$ cat src/shared/text_pack_pkg.sv
// Shared constants for the text pack readout and status link
package text_pack_pkg;
  localparam int CLK_MHZ = 125;
  localparam int BUSY_MAX_US = 12;
  localparam int BUSY_MAX_CYC = (BUSY_MAX_US * CLK_MHZ > 0) ? BUSY_MAX_US * CLK_MHZ : 1;
  localparam int BUSY_W = 11;
  localparam logic [4:0] ADDR_MAX_PACKED = 5'h11;
  localparam logic [4:0] ADDR_MAX_PLAIN = 5'h17;
  localparam logic [4:0] ADDR_CORR = 5'h18;
  localparam int CORR_P_LSB = 0;
  localparam int CORR_Q_LSB = 2;
  localparam int CORR_CRC_BIT = 4;
  localparam logic [7:0] RUN_STOP_LIMIT = 8'hBC;
  localparam int SYNC_SAMPLE_DIV = 16;
  localparam int SYNC_MISS_LIMIT = 8;
  localparam int PARAM_BITS = 8;
  localparam int RAM_UNITS = 24;
  localparam logic [1:0] MODE_AUTO = 2'h0;
  localparam logic [1:0] MODE_LEADIN = 2'h1;
  localparam logic [1:0] MODE_NO_DEIL = 2'h2;
  localparam logic [1:0] MODE_DEIL = 2'h3;
endpackage

$ cat src/shared/text_pack_if.sv
// Serial control link between the controller and the disc text readout end
`timescale 1ns/1ns
interface text_pack_if;
  logic cmd_strobe;
  logic [7:0] cmd_word;
  logic [7:0] serial_data_out;
  logic data_valid;
  logic command_busy_flag;
  logic run_length_stop_flag;
  logic sync_lock_flag;
  logic inner_limit_flag;
  modport device (input cmd_strobe, input cmd_word, output serial_data_out, output data_valid,
    output command_busy_flag, output run_length_stop_flag, output sync_lock_flag,
    output inner_limit_flag);
  modport ctrl (output cmd_strobe, output cmd_word, input serial_data_out, input data_valid,
    input command_busy_flag, input run_length_stop_flag, input sync_lock_flag,
    input inner_limit_flag);
endinterface

$ cat src/rtl/text_pack_device.sv
// Disc text pack readout, correction word and status flags, device end
`timescale 1ns/1ns
module text_pack_device
  import text_pack_pkg::*;
#(
  parameter int UNITS = RAM_UNITS
) (
  // Clock and reset
  input wire logic clk,
  input wire logic sys_rst,
  // Controller link
  text_pack_if.device link,
  // Pack store, six-bit units written by the demodulator
  input wire logic unit_we,
  input wire logic [4:0] unit_addr,
  input wire logic [5:0] unit_data,
  input wire logic [2:0] item_field,
  input wire logic [1:0] corr_p,
  input wire logic [1:0] corr_q,
  input wire logic crc_ok,
  // Demodulator status inputs
  input wire logic read_frame_tick,
  input wire logic [7:0] inversion_len,
  input wire logic write_frame_tick,
  input wire logic frame_match,
  input wire logic limit_switch,
  input wire logic adaptive_clv,
  // Decode controls to the correction engine
  output logic deinterleave,
  output logic correct_en,
  output logic leadin_servo
);
  typedef enum logic [1:0] {ST_IDLE, ST_PARAM, ST_READ} rd_state_t;

  rd_state_t state_r;
  logic [5:0] ram_r [UNITS];
  logic [1:0] mode_r;
  logic pack_r;
  logic [4:0] addr_r;
  logic [7:0] dout_r;
  logic valid_r;
  logic [BUSY_W-1:0] busy_cnt_r;
  logic [7:0] peak_r;
  logic stop_r;
  logic [3:0] wdiv_r;
  logic [3:0] miss_r;
  logic lock_r;
  logic limit_r;
  logic [7:0] word_nxt;
  logic [5:0] u0, u1;
  logic [4:0] base;
  logic [1:0] phase;

  // Pack store, one flip-flop row per six-bit unit
  always_ff @(posedge clk) begin
    if (unit_we && unit_addr < 5'(UNITS)) begin
      ram_r[unit_addr] <= unit_data;
    end
  end

  // Packed byte k of group g spans units 4g+k and 4g+k+1; a group of three covers units 4g..4g+3
  always_comb begin
    base = 5'((addr_r / 5'd3) * 5'd4);
    phase = 2'(addr_r % 5'd3);
    u0 = 6'h00;
    u1 = 6'h00;
    word_nxt = 8'h00;
    if (addr_r == ADDR_CORR) begin
      word_nxt[CORR_P_LSB +: 2] = corr_p;
      word_nxt[CORR_Q_LSB +: 2] = corr_q;
      word_nxt[CORR_CRC_BIT] = crc_ok;
    end else if (!pack_r) begin
      if (addr_r < 5'(UNITS)) begin
        word_nxt = {2'b00, ram_r[addr_r]};
      end
    end else begin
      // Base arithmetic can wrap above the packed range, so such addresses are gated off by the ADDR_MAX_PACKED check and read zero
      if (addr_r <= ADDR_MAX_PACKED && 5'(base + 5'(phase) + 5'd1) < 5'(UNITS)) begin
        u0 = ram_r[base + 5'(phase)];
        u1 = ram_r[base + 5'(phase) + 5'd1];
      end
      case (phase)
        2'd0: word_nxt = {u0, u1[5:4]};
        2'd1: word_nxt = {u0[3:0], u1[5:2]};
        2'd2: word_nxt = {u0[1:0], u1};
        default: word_nxt = 8'h00;
      endcase
    end
  end

  // One parameter byte {mode, packing select, addr}, no command word ahead of it
  always_ff @(posedge clk) begin
    if (sys_rst) begin
      state_r <= ST_IDLE;
      mode_r <= MODE_AUTO;
      pack_r <= 1'b1;
      addr_r <= 5'h00;
      dout_r <= 8'h00;
      valid_r <= 1'b0;
      busy_cnt_r <= '0;
    end else begin
      valid_r <= 1'b0;
      case (state_r)
        ST_IDLE: begin
          if (link.cmd_strobe) begin
            mode_r <= link.cmd_word[7:6];
            pack_r <= ~link.cmd_word[5];
            addr_r <= link.cmd_word[4:0];
            busy_cnt_r <= BUSY_W'(BUSY_MAX_CYC - 1);
            state_r <= ST_PARAM;
          end
        end
        ST_PARAM: state_r <= ST_READ;
        ST_READ: begin
          dout_r <= word_nxt;
          valid_r <= 1'b1;
          busy_cnt_r <= '0;
          state_r <= ST_IDLE;
        end
        default: state_r <= ST_IDLE;
      endcase
      if (state_r != ST_IDLE && busy_cnt_r != '0 && state_r != ST_READ) begin
        busy_cnt_r <= busy_cnt_r - BUSY_W'(1);
      end
    end
  end

  // Interleave and correction controls from the decode mode
  always_comb begin
    correct_en = 1'b1;
    case (mode_r)
      MODE_AUTO: deinterleave = item_field != 3'b000;
      MODE_LEADIN: begin
        deinterleave = 1'b0;
        correct_en = 1'b0;
      end
      MODE_NO_DEIL: deinterleave = 1'b0;
      MODE_DEIL: deinterleave = 1'b1;
      default: deinterleave = 1'b0;
    endcase
  end

  // Peak hold of inversion length across each read frame
  always_ff @(posedge clk) begin
    if (sys_rst) begin
      peak_r <= 8'h00;
      stop_r <= 1'b0;
    end else if (read_frame_tick) begin
      stop_r <= (inversion_len > peak_r ? inversion_len : peak_r) >= RUN_STOP_LIMIT;
      peak_r <= 8'h00;
    end else if (inversion_len > peak_r) begin
      peak_r <= inversion_len;
    end
  end

  // Sync lock: sampled every sixteenth write frame
  always_ff @(posedge clk) begin
    if (sys_rst) begin
      wdiv_r <= 4'h0;
      miss_r <= 4'h0;
      lock_r <= 1'b1;
    end else if (write_frame_tick) begin
      wdiv_r <= wdiv_r + 4'h1;
      if (wdiv_r == 4'(SYNC_SAMPLE_DIV - 1)) begin
        if (frame_match) begin
          miss_r <= 4'h0;
          lock_r <= 1'b1;
        end else if (miss_r == 4'(SYNC_MISS_LIMIT - 1)) begin
          lock_r <= 1'b0;
        end else begin
          miss_r <= miss_r + 4'h1;
        end
      end
    end
  end

  always_ff @(posedge clk) begin
    if (sys_rst) begin
      limit_r <= 1'b0;
    end else begin
      limit_r <= limit_switch;
    end
  end

  assign leadin_servo = adaptive_clv & ~lock_r;
  assign link.serial_data_out = dout_r;
  assign link.data_valid = valid_r;
  // The down-counter caps the busy window even if the sequence were ever to stall
  assign link.command_busy_flag = state_r != ST_IDLE && busy_cnt_r != '0;
  assign link.run_length_stop_flag = stop_r;
  assign link.sync_lock_flag = lock_r;
  assign link.inner_limit_flag = limit_r;
endmodule // text_pack_device

$ cat src/flat_wrapper.sv
// flat-port wrapper written by rule: the top's interface ports become plain ports
module text_pack_device_flat import text_pack_pkg::*;
#(
  parameter int UNITS = RAM_UNITS
)
  (clk, sys_rst, unit_we, unit_addr, unit_data, item_field, corr_p, corr_q, crc_ok, read_frame_tick, inversion_len, write_frame_tick, frame_match, limit_switch, adaptive_clv, deinterleave, correct_en, leadin_servo, link_cmd_strobe, link_cmd_word, link_serial_data_out, link_data_valid, link_command_busy_flag, link_run_length_stop_flag, link_sync_lock_flag, link_inner_limit_flag);
  text_pack_if link_i ();
  input wire logic clk;
  input wire logic sys_rst;
  input wire logic unit_we;
  input wire logic [4:0] unit_addr;
  input wire logic [5:0] unit_data;
  input wire logic [2:0] item_field;
  input wire logic [1:0] corr_p;
  input wire logic [1:0] corr_q;
  input wire logic crc_ok;
  input wire logic read_frame_tick;
  input wire logic [7:0] inversion_len;
  input wire logic write_frame_tick;
  input wire logic frame_match;
  input wire logic limit_switch;
  input wire logic adaptive_clv;
  output logic deinterleave;
  output logic correct_en;
  output logic leadin_servo;
  input wire logic [$bits(link_i.cmd_strobe)-1:0] link_cmd_strobe;
  input wire logic [$bits(link_i.cmd_word)-1:0] link_cmd_word;
  output wire logic [$bits(link_i.serial_data_out)-1:0] link_serial_data_out;
  output wire logic [$bits(link_i.data_valid)-1:0] link_data_valid;
  output wire logic [$bits(link_i.command_busy_flag)-1:0] link_command_busy_flag;
  output wire logic [$bits(link_i.run_length_stop_flag)-1:0] link_run_length_stop_flag;
  output wire logic [$bits(link_i.sync_lock_flag)-1:0] link_sync_lock_flag;
  output wire logic [$bits(link_i.inner_limit_flag)-1:0] link_inner_limit_flag;
  assign link_i.cmd_strobe = link_cmd_strobe;
  assign link_i.cmd_word = link_cmd_word;
  assign link_serial_data_out = link_i.serial_data_out;
  assign link_data_valid = link_i.data_valid;
  assign link_command_busy_flag = link_i.command_busy_flag;
  assign link_run_length_stop_flag = link_i.run_length_stop_flag;
  assign link_sync_lock_flag = link_i.sync_lock_flag;
  assign link_inner_limit_flag = link_i.inner_limit_flag;
  text_pack_device #(.UNITS(UNITS)) u_core (.clk(clk), .sys_rst(sys_rst), .link(link_i), .unit_we(unit_we), .unit_addr(unit_addr), .unit_data(unit_data), .item_field(item_field), .corr_p(corr_p), .corr_q(corr_q), .crc_ok(crc_ok), .read_frame_tick(read_frame_tick), .inversion_len(inversion_len), .write_frame_tick(write_frame_tick), .frame_match(frame_match), .limit_switch(limit_switch), .adaptive_clv(adaptive_clv), .deinterleave(deinterleave), .correct_en(correct_en), .leadin_servo(leadin_servo));
endmodule
$ cat config.mk
export PLATFORM = sky130hd
export DESIGN_NAME = text_pack_device_flat
export DESIGN_NICKNAME = d
export VERILOG_FILES = /design/src/shared/text_pack_pkg.sv /design/src/shared/text_pack_if.sv /design/src/rtl/text_pack_device.sv /design/src/flat_wrapper.sv
export SDC_FILE = /design/constraint.sdc
export NUM_CORES = 1
export LEC_CHECK = 0
export CORE_AREA = 2 2 174 176
export CTS_BUF_LIST = sky130_fd_sc_hd__clkbuf_8
export DETAILED_ROUTE_END_ITERATION = 8
export DIE_AREA = 0 0 176 178
export DONT_BUFFER_PORTS = 1
export GPL_TIMING_DRIVEN = 0
export PLACE_DENSITY = 0.66
export SLEW_MARGIN = 20
export SYNTH_ARGS = -nofsm -noshare
export SYNTH_HDL_FRONTEND = slang
export SYNTH_SLANG_ARGS = --single-unit
$ cat constraint.sdc
create_clock -name clk -period 13.4 [get_ports clk]
set_input_delay 0 -clock clk [delete_from_list [all_inputs] [get_ports clk]]
set_output_delay 0 -clock clk [all_outputs]
set_load 0.005 [all_outputs]
Word-level counts from Yosys, hierarchy flattened
Memories as Yosys holds them, arrays and structs flattened. A register that Yosys moved wholly into a read port is not among the register bits.
Cells that the tools add are included.
Widths: inputs -> output; s select.
- equality and inequality tests: 14
- reductions and logical operators: 18
- bitwise gates (word level): 3
- muxes and demuxes: 24
- order comparisons: 6
- add/subtract/negate cells: 5
- div/mod/pow operators: 2
- operator list (cell ; count):
    $pmux 8 s3 ; 1
    $mux 11 ; 2
    $pmux 11 s2 ; 1
    $mux 6 ; 3
    $mux 8 ; 2
    $lt 5x5->1 const B ; 3
    $mux 5 ; 3
    $reduce_bool 11->1 ; 1
    $sub 11x1->11 const B ; 1
    $add 4x1->4 const B ; 2
    $eq 2x2->1 const B ; 4
    $ge 8x8->1 const B ; 1
    $gt 8x8->1 ; 1
    $mux 4 ; 2
    $eq 2x1->1 const B ; 3
    $logic_not 2->1 ; 3
    $mux 1 ; 6
    $ne 2x2->1 const B ; 3
    $reduce_and 3->1 ; 2
    $reduce_bool 3->1 ; 2
    $add 5x1->5 const B ; 1
    $add 5x2->5 ; 1
    $div 5x2->5 const B ; 1
    $eq 5x5->1 const B ; 1
    other kinds (15) ; 22
- bits of input ports: 44
- bits in registers: 49
- bits in writable memories: 144
- memories kept: 1
- output and inout port bits: 16
- logic and storage cells: 86
- memories (name ; depth ; bits a word ; read ports ; clocked after Yosys merged registers in ; wr ports ; line ; text):
    u_core.ram_r ; 24 ; 6 ; 3 ; 1 ; 1 ; text_pack_device.sv:36 ; logic [5:0] ram_r [UNITS];

Depth between registers and ports, before layout
Gate-level depths: netlist of the first run.
- depth after elaboration: 9
- mapped depth: 33
- mapped depth without buffers: 22

Least setup slack after synthesis of the first run
No wires, ideal clock.
- kind: reg-to-reg
- start: reg u_core.addr_r[3]
- end: reg u_core.dout_r[1], in the netlist u_core.link.serial_data_out[1]
- setup time: 136 ps
- arrival time: 6205 ps
- required time: 13264 ps
- slack: 7059 ps
- buffers on the path: 12
- cell stages (with the launch flop): 32
- period minus slack after synthesis: 6341 ps
- cells stage by stage: dfxtp_1 > clkbuf_1 > clkbuf_1 > ha_1 > clkbuf_1 > nand2_1 > and3_1 > buf_1 > o2111a_1 > nor2_1 > inv_1 > buf_2 > clkbuf_1 > ha_1 > inv_1 > o31ai_1 > a311oi_4 > mux2_4 > inv_2 > buf_6 > buf_4 > buf_2 > ha_1 > clkbuf_1 > clkinv_1 > clkbuf_1 > clkbuf_1 > mux4_2 > a32oi_1 > a2bb2oi_1 > o21ai_1 > o2111ai_1
- word-level cells in the longest chain between the ends: 9
- elaborated cells between the ends (all ways): 18
- classes of those cells: add/sub (2); div (2); order compare (3); eq/ne (3); mux (5); reduce/logical (2); memory (1)
- RTL lines (element ; line ; text):
    start: declaration ; text_pack_device.sv:39 ; logic [4:0] addr_r;
    start signal: assignment ; text_pack_device.sv:108 ; addr_r <= link.cmd_word[4:0];
    parallel branches: the longest is 8 deep, another holds $mem_v2 24x6 ; -- ;
    $mux 5 * ; text_pack_device.sv:68 ; if (addr_r == ADDR_CORR) begin
    end signal: assignment ; text_pack_device.sv:115 ; dout_r <= word_nxt;
    end: declaration ; text_pack_device.sv:40 ; logic [7:0] dout_r;
Every way passes the cells marked *.
A chain may end at the register's enable or synchronous reset.

Final worst setup path of the first run
- start: reg u_core.addr_r[3]
- end: reg u_core.dout_r[0], in the netlist u_core.link.serial_data_out[0]
The elaborated chain is that of the path after synthesis.

==> results of run 1 <==
==> Yosys cell counts, drive strengths merged, types with 5 or more instances <==
master | number | area, sq um
nand4 | 10 | 62.6
nor2 | 109 | 412
and3 | 11 | 68.8
mux2 | 9 | 105
ha | 16 | 200
nor3 | 31 | 160
nand2b | 7 | 43.8
a32oi | 5 | 43.8
o22ai | 8 | 50.1
edfxtp | 144 | 4320
mux4 | 52 | 1170
a21oi | 65 | 329
a31oi | 21 | 131
and2 | 5 | 31.3
o211ai | 11 | 82.6
or3 | 14 | 87.6
a211oi | 9 | 80.1
o2111ai | 5 | 43.8
o31ai | 6 | 45.0
dfxtp | 54 | 1080
nand3 | 23 | 115
o21ai | 57 | 289
o221ai | 7 | 61.3
inv | 22 | 82.6
mux2i | 72 | 721
a221oi | 11 | 96.3
nor2b | 13 | 81.3
a311oi | 8 | 87.6
buf | 30 | 164
a211o | 6 | 52.6
a22oi | 8 | 60.1
clkbuf | 42 | 158
o21a | 5 | 37.5
nand2 | 113 | 424
==> critical path, delay by kind of cell (launching register included) <==
family	cells	cell delay, ps
AOI/OAI and AO/OA	6	1720
buffers and inverters	16	5100
and+or+nand+nor	5	1530
adders and majority gates	3	590
DFF	1	460
muxes	1	420
==> per-stage QoR <==
step | instances | hold WS [ps] | cell area, sq um | power (uW) | util [%]
4_1_cts | 1545 | 3.43 | 12900 | 1680 | 43.9
3_5_place_dp | 1472 | 101 | 12100 | 1270 | 41.2
2_1_floorplan | 1082 | 98.9 | 11600 | 1080 | -
3_3_place_gp | 1472 | 101 | 12100 | 1270 | 41.1
6_report | 1545 | -19.1 | 12900 | 1710 | 43.9
5_1_grt | 1545 | 23.3 | 12900 | 1760 | 43.9
==> layout make-up <==
cell class	instances	area, sq um	share of cell area [%]
Clock buffer	18	248	1.92
Clock inverter	14	155	1.20
Tap cell	390	488	3.78
Buffer	72	322	2.49
Inverter	24	90.1	0.698
Multi-Input combinational cell	788	5800	44.9
Sequential cell	198	5410	41.9
Timing Repair Buffer	41	405	3.14
==> final timing paths <==
| path | end | slack, ps | start | depth (start not counted) |
|---|---|---|---|---|
| worst max register to register | u_core.link.serial_data_out[0] | 3440 | u_core.addr_r[3] | 31 |
| worst min-delay path | u_core.link.serial_data_out[7] | -20 | sys_rst | 2 |
| worst max-delay path | u_core.link.serial_data_out[0] | 3440 | u_core.addr_r[3] | 31 |
| worst min register to register | u_core.busy_cnt_r[9] | 480 | u_core.busy_cnt_r[9] | 1 |
==> power by group through the flow <==
stage / Clock, uW / Sequential (uW) / Combinational (uW)
floorplan: 0 / 693 / 384
global placement: 0 / 698 / 573
detailed placement: 0 / 698 / 574
CTS: 404 / 684 / 594
global route: 427 / 686 / 646
finish: 401 / 685 / 628
==> registers in the layout (all words and copies together), names as in the netlist, 2 cells and up, named ones only <==
name and cells:
u_core.addr_r 5, u_core.ram_r 144, u_core.busy_cnt_r 11, u_core.link.serial_data_out 8
u_core.miss_r 4, u_core.state_r 2, u_core.wdiv_r 4, u_core.peak_r 8
u_core.mode_r 2
==> metal layers <==
layer  routed length, microns  vias to the layer above  track usage [%]  part of all wire (%)
li1                         -                     4320                -                     -
met1                    16600                     4898             35.2                    40
met2                    18500                      650             41.6                    44
met3                     4640                      136             6.95                    11
met4                     1890                        0             11.8                   4.5
met5                        0                        -                0                     0
==> kinds of logic (layout without fill, tap and decap cells) <==
| group | after synthesis | in the layout | synth area share [%] |
|---|---|---|---|
| flip-flops | 198 | 198 | 46.6 |
| AND/OR/NAND/NOR | 361 | 361 | 14.5 |
| buffers and inverters | 96 | 169 | 3.55 |
| AO/OA/AOI/OAI | 273 | 273 | 16.1 |
| adder cells (fa/ha/maj) | 16 | 16 | 1.73 |
| multiplexers | 133 | 133 | 17.2 |
| XOR/XNOR | 5 | 5 | 0.377 |
==> reports/results.txt, run 1 <==
Status - finished with violations
Violations in the final reports - negative hold slack
Endpoint type of the worst setup path - flip-flop
Final setup viols - 0
Synthesized instance count - 1082
Hold Buf Count CTS - 41
HPWL Detailed - 30200 microns
Class of the worst hold path - input pin to flip-flop
Comb power frac - 36.6%
CP max FO - 11
Initial antenna violation count - 0
Yosys warning total - 0
Antenna diodes - 0
Site Rows - 63
Post-synth ARST share - 0%
TNS Setup - 0 ps
CTS clk-pin slew, worst paths - 100 ps
RD Place Congestion - 1.01
# resized after CTS - 0
Worst hold slack - -19.1 ps
Max-slew violations - 0
Slew @ Worst Pin - 1140 ps
Reg power frac - 39.9%
Clk Latency, worst-skew pair - 500 ps
DR DRC count - 0
Place WS - 4130 ps
H-Tree Level Count - 4
Detailed Routing Iterations Pass 1 - 9
CTS tree - yes
Arr. time, crit path - 10380 ps
Post-CTS Setup Inserts - 0
Initial Utilization - 39.5%
CP max stage delay - 720 ps
Min Tclk post-route - 9960 ps
Pint - 1050 uW
Syn Nets - 1142
Fraction of final layout cells sized beyond drive strength 1 - 11.8%
VDD IR max - 0.0666 mV
Vias post-DR - 10004
Rel. slew slack - 24.1%
Synthesis-to-finish area growth - 11.3%
Vias per Instance - 6.48
Psw - 667 uW
Net switching fraction of the power - 38.9%
Vias in the first global route - 9670
WL/cell - 26.9 microns
Most frequent cells in the layout - 144 x edfxtp_1, 113 x nand2_1, 108 x nor2_1
Max_cap viols - 0
First-pass GRT wire length - 61200 microns
Power Density - 133 nW/um^2
RSZ-0062 raised after global routing - no
Setup CP Type - flip-flop to flip-flop
Sink Count - 198
Worst path most repeated cell - clkbuf_1
# port buffers - 0
Flops & latches, synth - 198
Clock buffer count from CTS - 17
Mean Syn Cell Area - 10.7 sq um
Required @ worst endpoint - 13820 ps
Drt initial violations - 1799
Sequential element share of the synthesized area - 46.6%
Post-synth EDFFs - 144
Die Y - 178 microns
Mapped Area - 11600 sq um
Largest net degree at the start of global routing - 25
Top FF cell, synth - edfxtp_1
Final period utilization - 74.3%
Achievable Freq - 100 MHz
Fin Clk Skew - 9.55 ps
Final nets - 1202
Total Wirelength - 41600 microns
CTS Root Cell - clkbuf_8
Distinct cells, synth - 83
Critical Path Source Type - flip-flop
Top-level I/O count - 60
Gr usage total - 26.7%
Clk buf depth - 2
Clock Power Share - 23.4%
Worst Setup Slack, final - 3440 ps
Post-DRT Antenna Nets - 0
Final Hold Viols - 1
CP max stage cell - nor3_1
Commonest non-fill, non-tap cell in the layout - edfxtp_1
Leak Pwr - 0.00431 uW
Die width - 176 microns
CORE AREA - 29400 sq um
Number of fill cells - 2748
Total gr overflow - 0
Die area - 31300 sq um
Power figures use the tool's default switching activity.
==> run 2, diff against run 1 <==
--- a/config.mk
+++ b/config.mk
@@ -5,10 +5,11 @@
 export SDC_FILE = /design/constraint.sdc
 export NUM_CORES = 1
 export LEC_CHECK = 0
-export CORE_AREA = 2 2 174 176
+export ABC_AREA = 1
+export CORE_AREA = 2 2 175 177
 export CTS_BUF_LIST = sky130_fd_sc_hd__clkbuf_8
 export DETAILED_ROUTE_END_ITERATION = 8
-export DIE_AREA = 0 0 176 178
+export DIE_AREA = 0 0 177 179
 export DONT_BUFFER_PORTS = 1
 export GPL_TIMING_DRIVEN = 0
 export PLACE_DENSITY = 0.66
==> constraint.sdc (replaced) <==
create_clock -name clk -period 9.4 [get_ports clk]
set_input_delay 0 -clock clk [delete_from_list [all_inputs] [get_ports clk]]
set_output_delay 0 -clock clk [all_outputs]
set_load 0.005 [all_outputs]
==> reports/results.txt, run 2 <==
Hold Buf Count CTS - 41
H-Tree Level Count - 4
Post-DRT Antenna Nets - 0
Largest net degree at the start of global routing - 25
Arr. time, crit path - 6860 ps
Final period utilization - 68.0%
RD Place Congestion - 1.08
Antenna diodes - 0
Clk buf depth - 2
Class of the worst hold path - input pin to flip-flop
CP max stage delay - 560 ps
Rel. slew slack - 25.0%
Critical Path Source Type - flip-flop
Final setup viols - 0
DR DRC count - 0
Max_cap viols - 0
CTS tree - yes
Synthesis-to-finish area growth - 11.0%
Gr usage total - 31.6%
Most frequent cells in the layout - 394 x nand2_1, 320 x nand3_1, 144 x edfxtp_1
VDD IR max - 0.188 mV
Synth cell count leaders - 394 x nand2_1, 320 x nand3_1, 144 x edfxtp_1, 131 x nor2_1, 122 x inv_1
Total Wirelength - 49600 microns
CTS Root Cell - clkbuf_8
Worst hold slack - -2.29 ps
First-pass GRT wire length - 71700 microns
Number of fill cells - 3034
Synth area leaders - edfxtp_1 37%, nand3_1 14%, nand2_1 13%
Status - finished with violations
Vias in the first global route - 11176
Clk Latency, worst-skew pair - 530 ps
Biggest regs - u_core.ram_r (144), u_core.busy_cnt_r (11)
Total Power - 3760 uW
Final nets - 1676
Leak Pwr - 0.00523 uW
Synth top area share - 36.8%
RSZ-0062 raised after global routing - no
Post-synth ARST share - 0%
Detailed Routing Iterations Pass 1 - 7
Yosys warning total - 0
Die area - 31700 sq um
Die Y - 179 microns
Top FF cell, synth - edfxtp_1
Fraction of final layout cells sized beyond drive strength 1 - 5.71%
Setup CP Type - flip-flop to flip-flop
Clock buffer count from CTS - 17
Mean Syn Cell Area - 7.56 sq um
Sequential cell area - 5410 sq um
Mapped Area - 11800 sq um
Commonest non-fill, non-tap cell in the layout - nand2_1
# resized after CTS - 0
Worst path most repeated cell - nand2_1
Syn Nets - 1616
CP max stage cell - clkinv_1
HPWL Detailed - 35000 microns
Distinct cells, synth - 44
CP max FO - 10
Synthesized instance count - 1556
Post-CTS Setup Inserts - 0
Initial antenna violation count - 0
Largest register by flop count - u_core.ram_r
Sequential element share of the synthesized area - 45.9%
Max-slew violations - 0
CTS clk-pin slew, worst paths - 110 ps
Violations in the final reports - negative hold slack
Max FFs per register - 144
Fin Clk Skew - 15.9 ps
Power Density - 288 nW/um^2
Min Tclk post-route - 6390 ps
# port buffers - 0
Vias per Instance - 6.01
Yosys top cell by area - edfxtp_1
Vias post-DR - 12177
Required @ worst endpoint - 9870 ps
Multi-input gate area - 5450 sq um
Total gr overflow - 0
Achievable Freq - 157 MHz
Endpoint type of the worst setup path - flip-flop
Most frequent cell after synthesis - nand2_1
Top-level I/O count - 60
Die width - 177 microns
Post-synth EDFFs - 144
Final Hold Viols - 2
Slew @ Worst Pin - 1120 ps
Sink Count - 198
CORE AREA - 30000 sq um
Initial Utilization - 39.2%
WL/cell - 24.5 microns
TNS Setup - 0 ps
Flops & latches, synth - 198
Drt initial violations - 2182
Site Rows - 64
==> run 2: final timing paths <==
kind | slack [ps] | endpoint | cells past startpoint | start
setup / recovery | 3010 | u_core.link.serial_data_out[3] | 35 | u_core.addr_r[3]
hold / removal | -2 | u_core.ram_r[6][1] | 1 | unit_data[1]
setup reg to reg | 3010 | u_core.link.serial_data_out[3] | 35 | u_core.addr_r[3]
hold reg to reg | 470 | u_core.miss_r[3] | 2 | u_core.miss_r[3]
==> run 2: power by group <==
group          total (uW)  internal [uW]  switching (uW)
registers             994            963            30.2
logic                2210            598            1610
clock network         559            237             322
total                3760           1800            1970
==> run 2: kinds of logic (layout without fill, tap and decap cells) <==
logic type               Yosys count  count (layout)  synth area share, %
AND/OR/NAND/NOR                  881             881                 32.6
flip-flops                       198             198                 45.9
multiplexers                       1               1               0.0851
XOR/XNOR                           4               4                0.298
buffers and inverters            219             292                 7.75
adder cells (fa/ha/maj)           16              16                 1.70
AO/OA/AOI/OAI                    237             237                 11.7
==> run 2: through the flow <==
step           cell area, sq um  util, %  cells  worst slack, ps
2_1_floorplan             11800        -   1556             5130
6_report                  13100     43.5   2025             3010
5_1_grt                   13100     43.5   2025             2710
4_1_cts                   13100     43.5   2025             3140
3_3_place_gp              12300     40.8   1952             3250
3_5_place_dp              12300     40.8   1952             3190
==> run 2: critical path: cells and delay by family (launching register included) <==
kind	cells	cell delay, ps
flops	1	420
buf+inv	10	2450
simple gates	22	2840
fa+ha+maj	3	560
==> run 2: layout make-up <==
cell class	count	area share [%]
multi-input combinational	1139	41.7
clock inverter	15	1.19
inverter	135	3.88
clock buffer	17	1.79
tap	396	3.79
buffer	84	3.10
timing repair buffer	41	3.10
sequential	198	41.4
==> run 2: metal layers <==
| layer | vias up | wire length, microns | share of wire (%) | GRT usage, % |
|---|---|---|---|---|
| met5 | - | 0 | 0 | 0 |
| met4 | 0 | 2660 | 5.4 | 15.7 |
| met3 | 207 | 6560 | 13 | 8.88 |
| met2 | 928 | 21300 | 43 | 48.2 |
| met1 | 5605 | 19000 | 38 | 41.0 |
| li1 | 5437 | - | - | - |
